File: src/include/pdl_pkg.sv
// Package for the PHY port diagnostic and link control register block
package pdl_pkg;

  // Two copper ports carry these registers; the third port has none
  localparam int unsigned NUM_PORTS = 2;

  // Avalon-MM widths; address is the register index, byte address = 4 * index
  localparam int unsigned AVS_ADDR_W = 8;
  localparam int unsigned AVS_DATA_W = 32;
  localparam int unsigned REG_W = 8;

  // Register indices, entry 0 is port 1 and entry 1 is port 2
  localparam logic [1:0][7:0] TEST_CTRL_IDX = {8'h2a, 8'h1a};
  localparam logic [1:0][7:0] FAULT_DIST_IDX = {8'h2b, 8'h1b};
  localparam logic [1:0][7:0] LINK_CTRL_IDX = {8'h2c, 8'h1c};

  // Field positions in the cable test control register
  localparam int unsigned TC_CODE_LSB = 5;
  localparam int unsigned TC_TRIGGER_BIT = 4;
  localparam int unsigned TC_FORCE_LINK_BIT = 3;
  localparam int unsigned TC_LOOPBACK_BIT = 1;
  localparam int unsigned TC_COUNT_MSB_BIT = 0;

  // Field positions in the link control register
  localparam int unsigned LC_AN_EN_BIT = 7;
  localparam int unsigned LC_SPEED_BIT = 6;
  localparam int unsigned LC_DUPLEX_BIT = 5;

  // Fault distance count width and the distance step per count, in cm
  localparam int unsigned COUNT_W = 9;
  localparam int unsigned FAULT_STEP_CM = 40;

  // Reset values
  localparam logic [8:0] COUNT_RST = 9'h000;
  localparam logic FORCE_LINK_RST = 1'h0;
  localparam logic LOOPBACK_RST = 1'h0;
  localparam logic DUPLEX_RST = 1'h1;
  localparam logic AN_EN_NOMINAL = 1'h1;
  localparam logic SPEED_NOMINAL = 1'h1;

  // Cable test outcome codes
  typedef enum logic [1:0] {
    PDL_CABLE_NORMAL = 2'h0,
    PDL_CABLE_OPEN = 2'h1,
    PDL_CABLE_SHORT = 2'h2,
    PDL_CABLE_FAILED = 2'h3
  } pdl_cable_code_type;

  // Cable test sequencer states, one-hot
  typedef enum logic [2:0] {
    PDL_TEST_IDLE = 3'h1,
    PDL_TEST_START = 3'h2,
    PDL_TEST_WAIT = 3'h4
  } pdl_test_state_type;

  // Status from one PHY front end
  typedef struct packed {
    logic link_detect;
    logic an_failed;
    logic test_done;
    pdl_cable_code_type test_code;
    logic [8:0] test_count;
  } pdl_phy_stat_type;

  // Controls to one PHY front end
  typedef struct packed {
    logic an_enable;
    logic speed_100;
    logic duplex_forced;
    logic duplex_full;
    logic remote_loopback;
    logic link_pass;
    logic cable_test_start;
  } pdl_phy_ctrl_type;

endpackage

File: src/rtl/pdl_port_regs.sv
// Register bank for diagnostics and link control of the two PHY ports
//
// Functional notes
// - Two-bit outcome code, read-only, resets normal
// - Writing trigger starts test; clears on completion
// - Trigger reads zero once results are valid
// - Port 1 loopback: receive pair to transmit
// - Port 2 loopback: receive pair to transmit
// - Nine-bit fault count split across two registers
// - Fault distance is 0.4 m per count
// - Autoneg enable; else bits 6,5 set mode
// - Forced speed: one 100M, zero 10M
// - Autoneg enable resets from per-port strap
// - Forced speed resets from per-port strap
// - Duplex bit forces full/half when autoneg off/failed
//
// Our own choice: the Avalon-MM register port.
module pdl_port_regs (
  input wire logic clk,
  input wire logic resetn,
  input wire logic [pdl_pkg::AVS_ADDR_W-1:0] avs_address,
  input wire logic avs_read,
  input wire logic avs_write,
  input wire logic [pdl_pkg::AVS_DATA_W-1:0] avs_writedata,
  output logic [pdl_pkg::AVS_DATA_W-1:0] avs_readdata,
  output logic avs_waitrequest,
  input wire logic port1_autoneg_strap,
  input wire logic port2_autoneg_strap,
  input wire logic port1_speed_strap,
  input wire logic port2_speed_strap,
  input wire pdl_pkg::pdl_phy_stat_type [1:0] phy_stat,
  output pdl_pkg::pdl_phy_ctrl_type [1:0] phy_ctrl
);

  localparam int unsigned NP = pdl_pkg::NUM_PORTS;
  // Top bit of the outcome code field in the test control register
  localparam int unsigned TC_HI = pdl_pkg::TC_CODE_LSB + 1;

  // Bus slave state
  logic wait_ff; // Registered waitrequest, high when idle
  logic [pdl_pkg::AVS_DATA_W-1:0] rdata_ff; // Registered read data
  logic [pdl_pkg::AVS_DATA_W-1:0] nxt_rdata; // Read mux result
  logic cfg_ready_ff; // Straps loaded, bus may be served
  logic req; // A read or write is pending
  logic wr_go; // Write accepted at this edge
  logic [NP-1:0] sel_test; // Address hits test control register
  logic [NP-1:0] sel_dist; // Address hits fault distance register
  logic [NP-1:0] sel_link; // Address hits link control register

  // Software controls
  logic [NP-1:0] force_link_ff; // Link pass override
  logic [NP-1:0] loopback_ff; // Remote loopback enable
  logic [NP-1:0] an_en_ff; // Auto-negotiation enable
  logic [NP-1:0] speed_ff; // Forced speed, one is 100M
  logic [NP-1:0] duplex_ff; // Forced duplex, one is full

  // Cable test engine outputs
  logic [NP-1:0] busy; // Trigger bit as read back
  logic [NP-1:0] eng_start; // Start pulse toward PHY
  logic [NP-1:0] test_go; // Accepted trigger write
  pdl_pkg::pdl_test_state_type eng_state [NP]; // Sequencer states
  pdl_pkg::pdl_cable_code_type eng_code [NP]; // Outcome codes
  logic [pdl_pkg::COUNT_W-1:0] eng_count [NP]; // Fault counts

  // Strap capture
  logic [2*NP-1:0] strap_in; // Speed straps above autoneg straps
  logic [2*NP-1:0] strap_q; // Captured strap levels
  logic strap_load; // Pulse: load strapped fields
  logic strap_valid; // Straps have been captured

  assign strap_in = {port2_speed_strap, port1_speed_strap,
                     port2_autoneg_strap, port1_autoneg_strap};

  // Straps are caught after release, not inside the async reset
  pdl_strap_latch #(
    .W(2 * NP)
  ) u_strap (
    .clk(clk),
    .resetn(resetn),
    .strap_in(strap_in),
    .strap_ff(strap_q),
    .load_ff(strap_load),
    .valid_ff(strap_valid)
  );

  // Address decode against the per-port register indices
  always_comb begin
    for (int p = 0; p < NP; p++) begin
      sel_test[p] = (avs_address == pdl_pkg::TEST_CTRL_IDX[p]);
      sel_dist[p] = (avs_address == pdl_pkg::FAULT_DIST_IDX[p]);
      sel_link[p] = (avs_address == pdl_pkg::LINK_CTRL_IDX[p]);
    end
  end

  assign req = avs_read || avs_write;
  assign wr_go = avs_write && !wait_ff;

  // Bus is held off until strapped values are in place
  always_ff @(posedge clk or negedge resetn) begin
    if (!resetn) begin
      cfg_ready_ff <= 1'h0;
    end else if (strap_load) begin
      cfg_ready_ff <= 1'h1;
    end
  end

  // One wait cycle per access, then a single accept cycle
  always_ff @(posedge clk or negedge resetn) begin
    if (!resetn) begin
      wait_ff <= 1'h1;
    end else begin
      wait_ff <= !(req && wait_ff && cfg_ready_ff);
    end
  end

  // Read mux; unmapped addresses and unused bits read as zero
  always_comb begin
    nxt_rdata = '0;
    for (int p = 0; p < NP; p++) begin
      if (sel_test[p]) begin
        nxt_rdata[TC_HI:pdl_pkg::TC_CODE_LSB] = eng_code[p];
        nxt_rdata[pdl_pkg::TC_TRIGGER_BIT] = busy[p];
        nxt_rdata[pdl_pkg::TC_FORCE_LINK_BIT] = force_link_ff[p];
        nxt_rdata[pdl_pkg::TC_LOOPBACK_BIT] = loopback_ff[p];
        nxt_rdata[pdl_pkg::TC_COUNT_MSB_BIT] = eng_count[p][8];
      end
      if (sel_dist[p]) begin
        nxt_rdata[7:0] = eng_count[p][7:0];
      end
      if (sel_link[p]) begin
        nxt_rdata[pdl_pkg::LC_AN_EN_BIT] = an_en_ff[p];
        nxt_rdata[pdl_pkg::LC_SPEED_BIT] = speed_ff[p];
        nxt_rdata[pdl_pkg::LC_DUPLEX_BIT] = duplex_ff[p];
      end
    end
  end

  // Read data sampled as waitrequest drops, stable through the accept cycle
  always_ff @(posedge clk or negedge resetn) begin
    if (!resetn) begin
      rdata_ff <= '0;
    end else if (avs_read && wait_ff && cfg_ready_ff) begin
      rdata_ff <= nxt_rdata;
    end
  end

  assign avs_readdata = rdata_ff;
  assign avs_waitrequest = wait_ff;

  // Test control register writes: override and loopback bits
  always_ff @(posedge clk or negedge resetn) begin
    if (!resetn) begin
      force_link_ff <= {NP{pdl_pkg::FORCE_LINK_RST}};
      loopback_ff <= {NP{pdl_pkg::LOOPBACK_RST}};
    end else begin
      for (int p = 0; p < NP; p++) begin
        if (wr_go && sel_test[p]) begin
          force_link_ff[p] <= avs_writedata[pdl_pkg::TC_FORCE_LINK_BIT];
          loopback_ff[p] <= avs_writedata[pdl_pkg::TC_LOOPBACK_BIT];
        end
      end
    end
  end

  // Link control register: autoneg and speed strapped at reset, duplex constant, then software owned
  always_ff @(posedge clk or negedge resetn) begin
    if (!resetn) begin
      an_en_ff <= {NP{pdl_pkg::AN_EN_NOMINAL}};
      speed_ff <= {NP{pdl_pkg::SPEED_NOMINAL}};
      duplex_ff <= {NP{pdl_pkg::DUPLEX_RST}};
    end else if (strap_load) begin
      an_en_ff <= strap_q[NP-1:0];
      speed_ff <= strap_q[2*NP-1:NP];
    end else begin
      for (int p = 0; p < NP; p++) begin
        if (wr_go && sel_link[p]) begin
          an_en_ff[p] <= avs_writedata[pdl_pkg::LC_AN_EN_BIT];
          speed_ff[p] <= avs_writedata[pdl_pkg::LC_SPEED_BIT];
          duplex_ff[p] <= avs_writedata[pdl_pkg::LC_DUPLEX_BIT];
        end
      end
    end
  end

  // One sequencer per port; writing zero to the trigger does nothing
  for (genvar g = 0; g < NP; g++) begin : g_port
    assign test_go[g] = wr_go && sel_test[g]
                        && avs_writedata[pdl_pkg::TC_TRIGGER_BIT];

    pdl_cable_test #(
      .CW(pdl_pkg::COUNT_W)
    ) u_test (
      .clk(clk),
      .resetn(resetn),
      .start(test_go[g]),
      .phy_done(phy_stat[g].test_done),
      .phy_code(phy_stat[g].test_code),
      .phy_count(phy_stat[g].test_count),
      .busy_ff(busy[g]),
      .phy_start_ff(eng_start[g]),
      .state_ff(eng_state[g]),
      .code_ff(eng_code[g]),
      .count_ff(eng_count[g])
    );
  end

  // PHY controls, all registered so the outputs come from flip-flops
  always_ff @(posedge clk or negedge resetn) begin
    if (!resetn) begin
      phy_ctrl <= '0;
    end else begin
      for (int p = 0; p < NP; p++) begin
        phy_ctrl[p].an_enable <= an_en_ff[p];
        phy_ctrl[p].speed_100 <= speed_ff[p];
        // Duplex bit only matters without a negotiated result
        phy_ctrl[p].duplex_forced <= !an_en_ff[p]
                                     || phy_stat[p].an_failed;
        phy_ctrl[p].duplex_full <= duplex_ff[p];
        // PHY turns receive pair back onto transmit pair at PMD/PMA
        phy_ctrl[p].remote_loopback <= loopback_ff[p];
        phy_ctrl[p].link_pass <= force_link_ff[p]
                                 || phy_stat[p].link_detect;
        phy_ctrl[p].cable_test_start <= eng_start[p];
      end
    end
  end

  // Checks, one set per port
  for (genvar a = 0; a < NP; a++) begin : g_chk

    property p_code_on_done;
      @(posedge clk) disable iff (!resetn)
      (eng_code[a] != $past(eng_code[a]))
        |-> $past(eng_state[a] == pdl_pkg::PDL_TEST_WAIT
                  && phy_stat[a].test_done);
    endproperty
    a_code_on_done: assert property (p_code_on_done)
      else $error("outcome code changed outside test completion");

    property p_trigger_start;
      @(posedge clk) disable iff (!resetn)
      (test_go[a] && !busy[a])
        |=> busy[a] ##1 phy_ctrl[a].cable_test_start;
    endproperty
    a_trigger_start: assert property (p_trigger_start)
      else $error("trigger write did not start a cable test");

    property p_self_clear;
      @(posedge clk) disable iff (!resetn)
      (eng_state[a] == pdl_pkg::PDL_TEST_WAIT && phy_stat[a].test_done)
        |=> !busy[a];
    endproperty
    a_self_clear: assert property (p_self_clear)
      else $error("trigger bit not cleared at completion");

    property p_trigger_readback;
      @(posedge clk) disable iff (!resetn)
      (avs_read && !wait_ff && sel_test[a])
        |-> avs_readdata[pdl_pkg::TC_TRIGGER_BIT] == $past(busy[a]);
    endproperty
    a_trigger_readback: assert property (p_trigger_readback)
      else $error("trigger read back does not match test state");

    property p_results_hold;
      @(posedge clk) disable iff (!resetn)
      (busy[a] && !phy_stat[a].test_done) |=>
        (eng_count[a] == $past(eng_count[a]));
    endproperty
    a_results_hold: assert property (p_results_hold)
      else $error("fault count moved while a test was running");

    property p_link_pass;
      @(posedge clk) disable iff (!resetn)
      force_link_ff[a] |=> phy_ctrl[a].link_pass;
    endproperty
    a_link_pass: assert property (p_link_pass)
      else $error("link not passing with override set");

    property p_loopback;
      @(posedge clk) disable iff (!resetn)
      (wr_go && sel_test[a]) |=> ##1
        (phy_ctrl[a].remote_loopback
         == $past(avs_writedata[pdl_pkg::TC_LOOPBACK_BIT], 2));
    endproperty
    a_loopback: assert property (p_loopback)
      else $error("remote loopback does not follow written bit");

    property p_count_split;
      @(posedge clk) disable iff (!resetn)
      (avs_read && !wait_ff && sel_dist[a])
        |-> avs_readdata[7:0] == $past(eng_count[a][7:0]);
    endproperty
    a_count_split: assert property (p_count_split)
      else $error("fault count low byte read back wrong");

    property p_speed_write;
      @(posedge clk) disable iff (!resetn)
      (wr_go && sel_link[a]) |=> ##1
        (phy_ctrl[a].speed_100
         == $past(avs_writedata[pdl_pkg::LC_SPEED_BIT], 2)
         && phy_ctrl[a].an_enable
         == $past(avs_writedata[pdl_pkg::LC_AN_EN_BIT], 2));
    endproperty
    a_speed_write: assert property (p_speed_write)
      else $error("speed or autoneg output does not follow write");

    property p_strap_load;
      @(posedge clk) disable iff (!resetn)
      strap_load |=> (an_en_ff[a] == $past(strap_q[a])
                      && speed_ff[a] == $past(strap_q[NP + a]));
    endproperty
    a_strap_load: assert property (p_strap_load)
      else $error("strapped fields not loaded from straps");

    property p_duplex_forced;
      @(posedge clk) disable iff (!resetn)
      (!an_en_ff[a]) |=> phy_ctrl[a].duplex_forced;
    endproperty
    a_duplex_forced: assert property (p_duplex_forced)
      else $error("duplex not forced with autoneg off");

    // The PHY must see exactly one start per accepted trigger
    property p_start_pulse;
      @(posedge clk) disable iff (!resetn)
      phy_ctrl[a].cable_test_start |=> !phy_ctrl[a].cable_test_start;
    endproperty
    a_start_pulse: assert property (p_start_pulse)
      else $error("cable test start pulse longer than one cycle");

    // Main scenarios
    c_test_open: cover property (@(posedge clk) disable iff (!resetn)
      busy[a] ##1 (eng_code[a] == pdl_pkg::PDL_CABLE_OPEN));
    c_loopback_on: cover property (@(posedge clk) disable iff (!resetn)
      $rose(phy_ctrl[a].remote_loopback));
    c_forced_10m: cover property (@(posedge clk) disable iff (!resetn)
      phy_ctrl[a].duplex_forced && !phy_ctrl[a].speed_100);
  end

  // Bus reads of the trigger bit while a test runs
  c_busy_read: cover property (@(posedge clk) disable iff (!resetn)
    avs_read && !wait_ff && avs_readdata[pdl_pkg::TC_TRIGGER_BIT]);

  // A write served before the strap load would be overwritten by it
  property p_straps_first;
    @(posedge clk) disable iff (!resetn)
    !wait_ff |-> (strap_valid && cfg_ready_ff);
  endproperty
  a_straps_first: assert property (p_straps_first)
    else $error("bus served before strapped fields were loaded");

endmodule // pdl_port_regs

File: src/rtl/pdl_strap_latch.sv
// Catches strap pin levels once, at the first edge after reset release
module pdl_strap_latch #(
  parameter int unsigned W = 4
) (
  input wire logic clk,
  input wire logic resetn,
  input wire logic [W-1:0] strap_in,
  output logic [W-1:0] strap_ff,
  output logic load_ff,
  output logic valid_ff
);

  // Async reset may only load constants, so the pins are sampled on a clock
  always_ff @(posedge clk or negedge resetn) begin
    if (!resetn) begin
      strap_ff <= '0;
      valid_ff <= 1'h0;
    end else if (!valid_ff) begin
      strap_ff <= strap_in;
      valid_ff <= 1'h1;
    end
  end

  // One-cycle pulse telling the owner to load its strapped bits
  always_ff @(posedge clk or negedge resetn) begin
    if (!resetn) begin
      load_ff <= 1'h0;
    end else begin
      load_ff <= !valid_ff;
    end
  end

endmodule // pdl_strap_latch

File: src/rtl/pdl_cable_test.sv
// Cable diagnostic sequencer for one port: trigger, wait, capture result
module pdl_cable_test #(
  parameter int unsigned CW = pdl_pkg::COUNT_W
) (
  input wire logic clk,
  input wire logic resetn,
  input wire logic start,
  input wire logic phy_done,
  input wire pdl_pkg::pdl_cable_code_type phy_code,
  input wire logic [CW-1:0] phy_count,
  output logic busy_ff,
  output logic phy_start_ff,
  output pdl_pkg::pdl_test_state_type state_ff,
  output pdl_pkg::pdl_cable_code_type code_ff,
  output logic [CW-1:0] count_ff
);

  pdl_pkg::pdl_test_state_type nxt_state; // Next sequencer state

  // Next state; a new trigger while running is ignored, no abort exists
  always_comb begin
    nxt_state = state_ff;
    unique case (state_ff)
      pdl_pkg::PDL_TEST_IDLE: begin
        if (start) begin
          nxt_state = pdl_pkg::PDL_TEST_START;
        end
      end
      pdl_pkg::PDL_TEST_START: begin
        nxt_state = pdl_pkg::PDL_TEST_WAIT;
      end
      pdl_pkg::PDL_TEST_WAIT: begin
        if (phy_done) begin
          nxt_state = pdl_pkg::PDL_TEST_IDLE;
        end
      end
      default: begin
        nxt_state = pdl_pkg::PDL_TEST_IDLE;
      end
    endcase
  end

  // State and trigger bit; hardware clears the trigger on completion
  always_ff @(posedge clk or negedge resetn) begin
    if (!resetn) begin
      state_ff <= pdl_pkg::PDL_TEST_IDLE;
      busy_ff <= 1'h0;
      phy_start_ff <= 1'h0;
    end else begin
      state_ff <= nxt_state;
      busy_ff <= (nxt_state != pdl_pkg::PDL_TEST_IDLE);
      phy_start_ff <= (nxt_state == pdl_pkg::PDL_TEST_START);
    end
  end

  // Results held during the test and replaced together at completion
  always_ff @(posedge clk or negedge resetn) begin
    if (!resetn) begin
      code_ff <= pdl_pkg::PDL_CABLE_NORMAL;
      count_ff <= CW'(pdl_pkg::COUNT_RST);
    end else if (state_ff == pdl_pkg::PDL_TEST_WAIT && phy_done) begin
      code_ff <= phy_code;
      count_ff <= phy_count;
    end
  end

endmodule // pdl_cable_test

File: config.mk
export PLATFORM = sky130hd
export DESIGN_NAME = pdl_port_regs
export DESIGN_NICKNAME = d
export VERILOG_FILES = /design/src/include/pdl_pkg.sv /design/src/rtl/pdl_port_regs.sv /design/src/rtl/pdl_strap_latch.sv /design/src/rtl/pdl_cable_test.sv
export SDC_FILE = /design/constraint.sdc
export NUM_CORES = 1
export LEC_CHECK = 0
export ABC_AREA = 1
export BUFFER_PORTS_ARGS = -buffer_cell sky130_fd_sc_hd__buf_2
export CAP_MARGIN = 25
export CORE_MARGIN = 5
export CORE_UTILIZATION = 37
export DETAILED_ROUTE_END_ITERATION = 6
export HOLD_SLACK_MARGIN = 0.12
export PLACE_DENSITY_LB_ADDON = 0.2
export SYNTH_ARGS = -nofsm -noshare
export SYNTH_HDL_FRONTEND = slang
export SYNTH_SLANG_ARGS = --single-unit
export TNS_END_PERCENT = 1
File: constraint.sdc
create_clock -name clk -period 1.5 [get_ports clk]
set_input_delay 0.075 -clock clk [delete_from_list [all_inputs] [get_ports clk]]
set_output_delay 0.075 -clock clk [all_outputs]
set_load 0.005 [all_outputs]
* Word level (Yosys, flattened, before mapping)
Cells that the tools add are included. Widths: inputs -> output; s select.
Word-level totals: register bits 72, latch bits 0, RAM bits 0, memory bits (read-only) 0, input bits 76, output and inout port bits 47, word-level logic and storage cells 104, memories 0
Operators by class: add/subtract/negate cells 0, multiply operators 0, divide/modulo/power cells 0, magnitude comparators 0, equal/unequal tests 16, shift-type cells 0, mux-type cells 20, bitwise operators 1, reductions and logical operators 27
Operators by type and width (number):
- $eq 8x5->1 const B | 3
- $eq 8x6->1 const B | 3
- $mux 3 | 6
- $pmux 3 s3 | 2
- $mux 8 | 2
- $logic_and 1x1->1 | 13
- $eq 3x2->1 const B | 4
- $mux 2 | 4
- $mux 4 | 2
- $eq 3x1->1 const B | 2
- $eq 3x3->1 const B | 2
- $ne 3x1->1 const B | 2
- $logic_not 1->1 | 5
- $logic_or 1x1->1 | 5
- $mux 1 | 4
- $reduce_and 2->1 | 2
- $reduce_bool 2->1 | 2
- $not 1->1 | 1

* Logic depth before layout (Yosys ltp)
depth in word-level cells 7, mapped depth 10, depth with buffers taken out 10

* By module
Synthesis repeated with hierarchy kept, for this count alone.
Second synthesis, totals: cell total of the unflattened synthesis 371, area total of the unflattened synthesis 3432.0 µm²
Modules (own cells, without submodules):
- pdl_port_regs | instances 1, cells each 213, area an instance 1905.6 µm², seq. area each 859.6 µm²
- pdl_cable_test | instances 2, cells each 69, area an instance 661.9 µm², seq. area each 401.6 µm²
- pdl_strap_latch | instances 1, cells each 20, area an instance 202.7 µm², seq. area each 150.1 µm²

* Worst setup path after synthesis
Ideal clock, no wire load.
path type reg2reg, start reg wait_ff (netlist: avs_waitrequest), end reg rdata_ff (netlist bit avs_readdata[6]), setup time 113 ps, arrival time 1205 ps, required time 1387 ps, path slack 182 ps, stages on the path, launching flop included 9, path buffers 1, period minus slack after synthesis 1318 ps, path through dfstp_2 -> nand3_1 -> inv_1 -> buf_2 -> nand2_1 -> inv_1 -> nand4_1 -> nand2_1 -> inv_1
On the way: cells in the longest elaborated chain, start to end 2
RTL lines:
- from (decl) | line pdl_port_regs.sv:40 | logic wait_ff;
- from (signal assigned) | line pdl_port_regs.sv:112 | wait_ff <= !(req && wait_ff && cfg_ready_ff);
- $logic_and 1x1->1 (2 in a row) | line pdl_port_regs.sv:142 | end else if (avs_read && wait_ff && cfg_ready_ff) begin
- to (signal assigned) | line pdl_port_regs.sv:143 | rdata_ff <= nxt_rdata;
- to (decl) | line pdl_port_regs.sv:41 | logic [pdl_pkg::AVS_DATA_W-1:0] rdata_ff;
No other way between the ends. A chain may end at the register's enable or synchronous reset.

* Final worst setup path
start reg g_port[0].u_test.state_ff[0], end reg g_port[0].u_test.count_ff[4]
On the way: cells in the longest elaborated chain, start to end 2
RTL lines:
- from (decl) | line pdl_cable_test.sv:13 | output pdl_pkg::pdl_test_state_type state_ff,
- from (signal assigned) | line pdl_cable_test.sv:46 | state_ff <= pdl_pkg::PDL_TEST_IDLE;
- from (signal assigned) | line pdl_cable_test.sv:50 | state_ff <= nxt_state;
- $eq 3x3->1 | line pdl_cable_test.sv:61 | end else if (state_ff == pdl_pkg::PDL_TEST_WAIT && phy_done) begin
- $logic_and 1x1->1 | line pdl_cable_test.sv:61
- to (signal assigned) | line pdl_cable_test.sv:60 | count_ff <= CW'(pdl_pkg::COUNT_RST);
- to (signal assigned) | line pdl_cable_test.sv:63 | count_ff <= phy_count;
- to (decl) | line pdl_cable_test.sv:15 | output logic [CW-1:0] count_ff
No other way between the ends.

==> results.cfg <==
[yosys]
synth_xor_area_frac = 0
synth_fa_ha_area_frac = 0
synth-compound-area-share = 0.03793
syn_inst = 330
yosysWarnings = 0
synth-simple-area-share = 0.2195
seq_area_frac_synth = 0.5552
yosysUniqueCellTypes = 32
avgSynthCellArea_sq_um = 9.896
synth_area_sq_um = 3266
synthMuxAreaShare = 0.07011
synth_edf_count = 0
ys_seq_elements = 72
synthArstFlopShare = 1.000
synthFlopType = dfrtp_1
synth_top_family_by_area = simple AND/OR/NAND/NOR gates

[clock_network]
numCtsBuffers = 9
cts_buffer_depth = 2
cts_root_buffer = clkbuf_8
cts_setup_buffers = 0
clkLatencyLatePin_ns = 0.35
tritoncts = yes
cts.sinks = 72
htreeDepth = 3
path_clk_slew_ns = 0.08

[global_routing]
antenna_found_initial = 0
grt.busiest_layer = met2
grtUsageTotal = 0.1368
use_met2 = 0.2172
grt_max_degree = 73
gr-usage-met3 = 0.03228
grt_pass1_wl_um = 11910
use_met1 = 0.1748
grt_pass1_vias = 2528
overflow = 0

[floorplanning]
initial_utilization = 0.3763
die_area_sq_um = 10800
die_w_um = 103.9
core_area_sq_um = 8678
rows = 34
fp.dieH_um = 103.9
pin_count = 123

[pwr]
p_leak_nw = 2.303
worst_ir_drop_vdd_mv = 0.5429
power.density_nw_per_um2 = 992.8

[placed_design]
dp_slack_ns = 0.1257
place_area_sq_um = 3737
gp_congestion = 0.7390
portBuffers = 72
hpwl_um = 5281

[timing]
rsz0062_at_grt = no
setup_ws_ns = 0.1187
fmax_mhz = 724.0
finalSetupViolCount = 0
setup_tns_ns = 0
finalCritPeriodShare = 0.9208
maxSlewViolCount = 0
holdWs_ns = 0.2025
skew_ns = 0.01351
hold_viol_final = 0
post-route-min-period_ns = 1.381

[routing]
viasPerCell = 4.321
drcViolationCount = 0
drt_pre_antenna_iters = 5
detail_route.iter0.violations = 80
wl_per_cell_um = 12.59
routed_wl_um = 7178
detail-route-antenna-nets = 0
via_count = 2463

[setup_path]
critical_path_class = flip-flop to flip-flop
path_buf_inv = 0
cp.arrival_ns = 1.61
cpPeakStageDelay_ns = 0.55
required_ns = 1.73
critPathTopFamily = flip-flops
worstPathMaxFanout = 13
start_kind = flip-flop
cpMaxStageDelayCell = dfstp_2
endpoint_kind = flip-flop
worstPathCellList = nor3_2, nand2_2, mux2_2

[layout]
drive_above_1_share = 0.3160
fin_area_sq_um = 4359
layout_common_cells = nand2_1, buf_2, dfrtp_1, dlygate4sd3_1, inv_1
areaGrowthSynthToFinish_pct = 33.49
diodes = 0
final_common_cell = nand2_1
fillers = 836
fin_nets = 533

[run_status]
status = complete, no violations

[flow_run]
drv_cap = 0

[worst_hold_path]
min-delay-path-class = primary input to flip-flop
cells in the mapped netlist, drive strengths merged, types with 4 or more instances:
master / instances / share of area
dfstp: 9 / 0.072
o21ai: 9 / 0.014
mux2: 19 / 0.070
dfrtp: 63 / 0.48
o211ai: 4 / 0.0092
nand2: 80 / 0.094
nand4: 6 / 0.016
nand3: 23 / 0.038
or2: 6 / 0.011
nor2: 22 / 0.042
nor3: 6 / 0.017
buf: 29 / 0.066
inv: 42 / 0.048
a21oi: 6 / 0.0092
per-stage QoR:
step	power (mW)	utilization	std cells
after floorplan	2.410	-	353
after global placement	2.588	0.4307	514
after detailed placement	2.602	0.4307	514
after CTS	4.399	0.5023	570
after global routing	4.557	0.5023	570
final	4.328	0.5023	570
where the power goes:
part	internal, mW	switching [mW]
sequential	2.08	0.0687
clock	0.945	0.748
combinational	0.255	0.235
layer usage:
metal	up-vias	routed length [um]
li1	1255	-
met1	1141	3289
met5	-	0
met2	60	3434
met4	0	108
met3	7	346
state kept, by name, indices dropped and copies added, names as in the netlist, 2 cells and up:
register / flops
g_port.u_test.state_ff: 6
an_en_ff: 2
g_port.u_test.phy_start_ff: 2
loopback_ff: 2
g_port.u_test.busy_ff: 2
duplex_ff: 2
phy_ctrl: 14
g_port.u_test.count_ff: 18
speed_ff: 2
u_strap.strap_ff: 4
avs_readdata: 8
g_port.u_test.code_ff: 4
force_link_ff: 2
cell families after synthesis:
logic type,Yosys count
compound gates,22
other cells,2
mux,19
simple gates,143
buf+inv,72
flops,72
worst register-to-register path: cells and delay by family, from the launching register on:
kind	cells	cell delay, ns
flops	1	0.55
mux	1	0.38
simple gates	2	0.34
cell type report:
type / count / area (sq um) / share of cell area
clock buffer: 10 / 127.6 / 0.02928
clock inverter: 6 / 93.84 / 0.02153
inverter: 42 / 157.7 / 0.03617
multi-input combinational: 209 / 1164 / 0.2669
sequential: 72 / 1813 / 0.4159
tap: 108 / 135.1 / 0.03100
timing repair buffer: 123 / 868.3 / 0.1992
path summary, 6_finish.rpt:
kind	start	to	slack, ns	depth (start not counted)
hold reg to reg	g_port[1].u_test.phy_start_ff	phy_ctrl[7]	0.35	0
min in group asynchronous	resetn	phy_ctrl[13]	0.26	3
hold / removal	avs_read	avs_readdata[5]	0.20	5
setup reg to reg	g_port[0].u_test.state_ff[0]	g_port[0].u_test.count_ff[4]	0.12	3
max in group asynchronous	resetn	avs_waitrequest	0.86	3
setup / recovery	g_port[0].u_test.state_ff[0]	g_port[0].u_test.count_ff[4]	0.12	3
repair_timing:
item | 4_1_cts | 5_1_grt
gates resized for setup | 0 | 0
hold buffers | 40 | 0
hold endpoints to repair | 120 | 0
(Power assumes the default switching activity.)
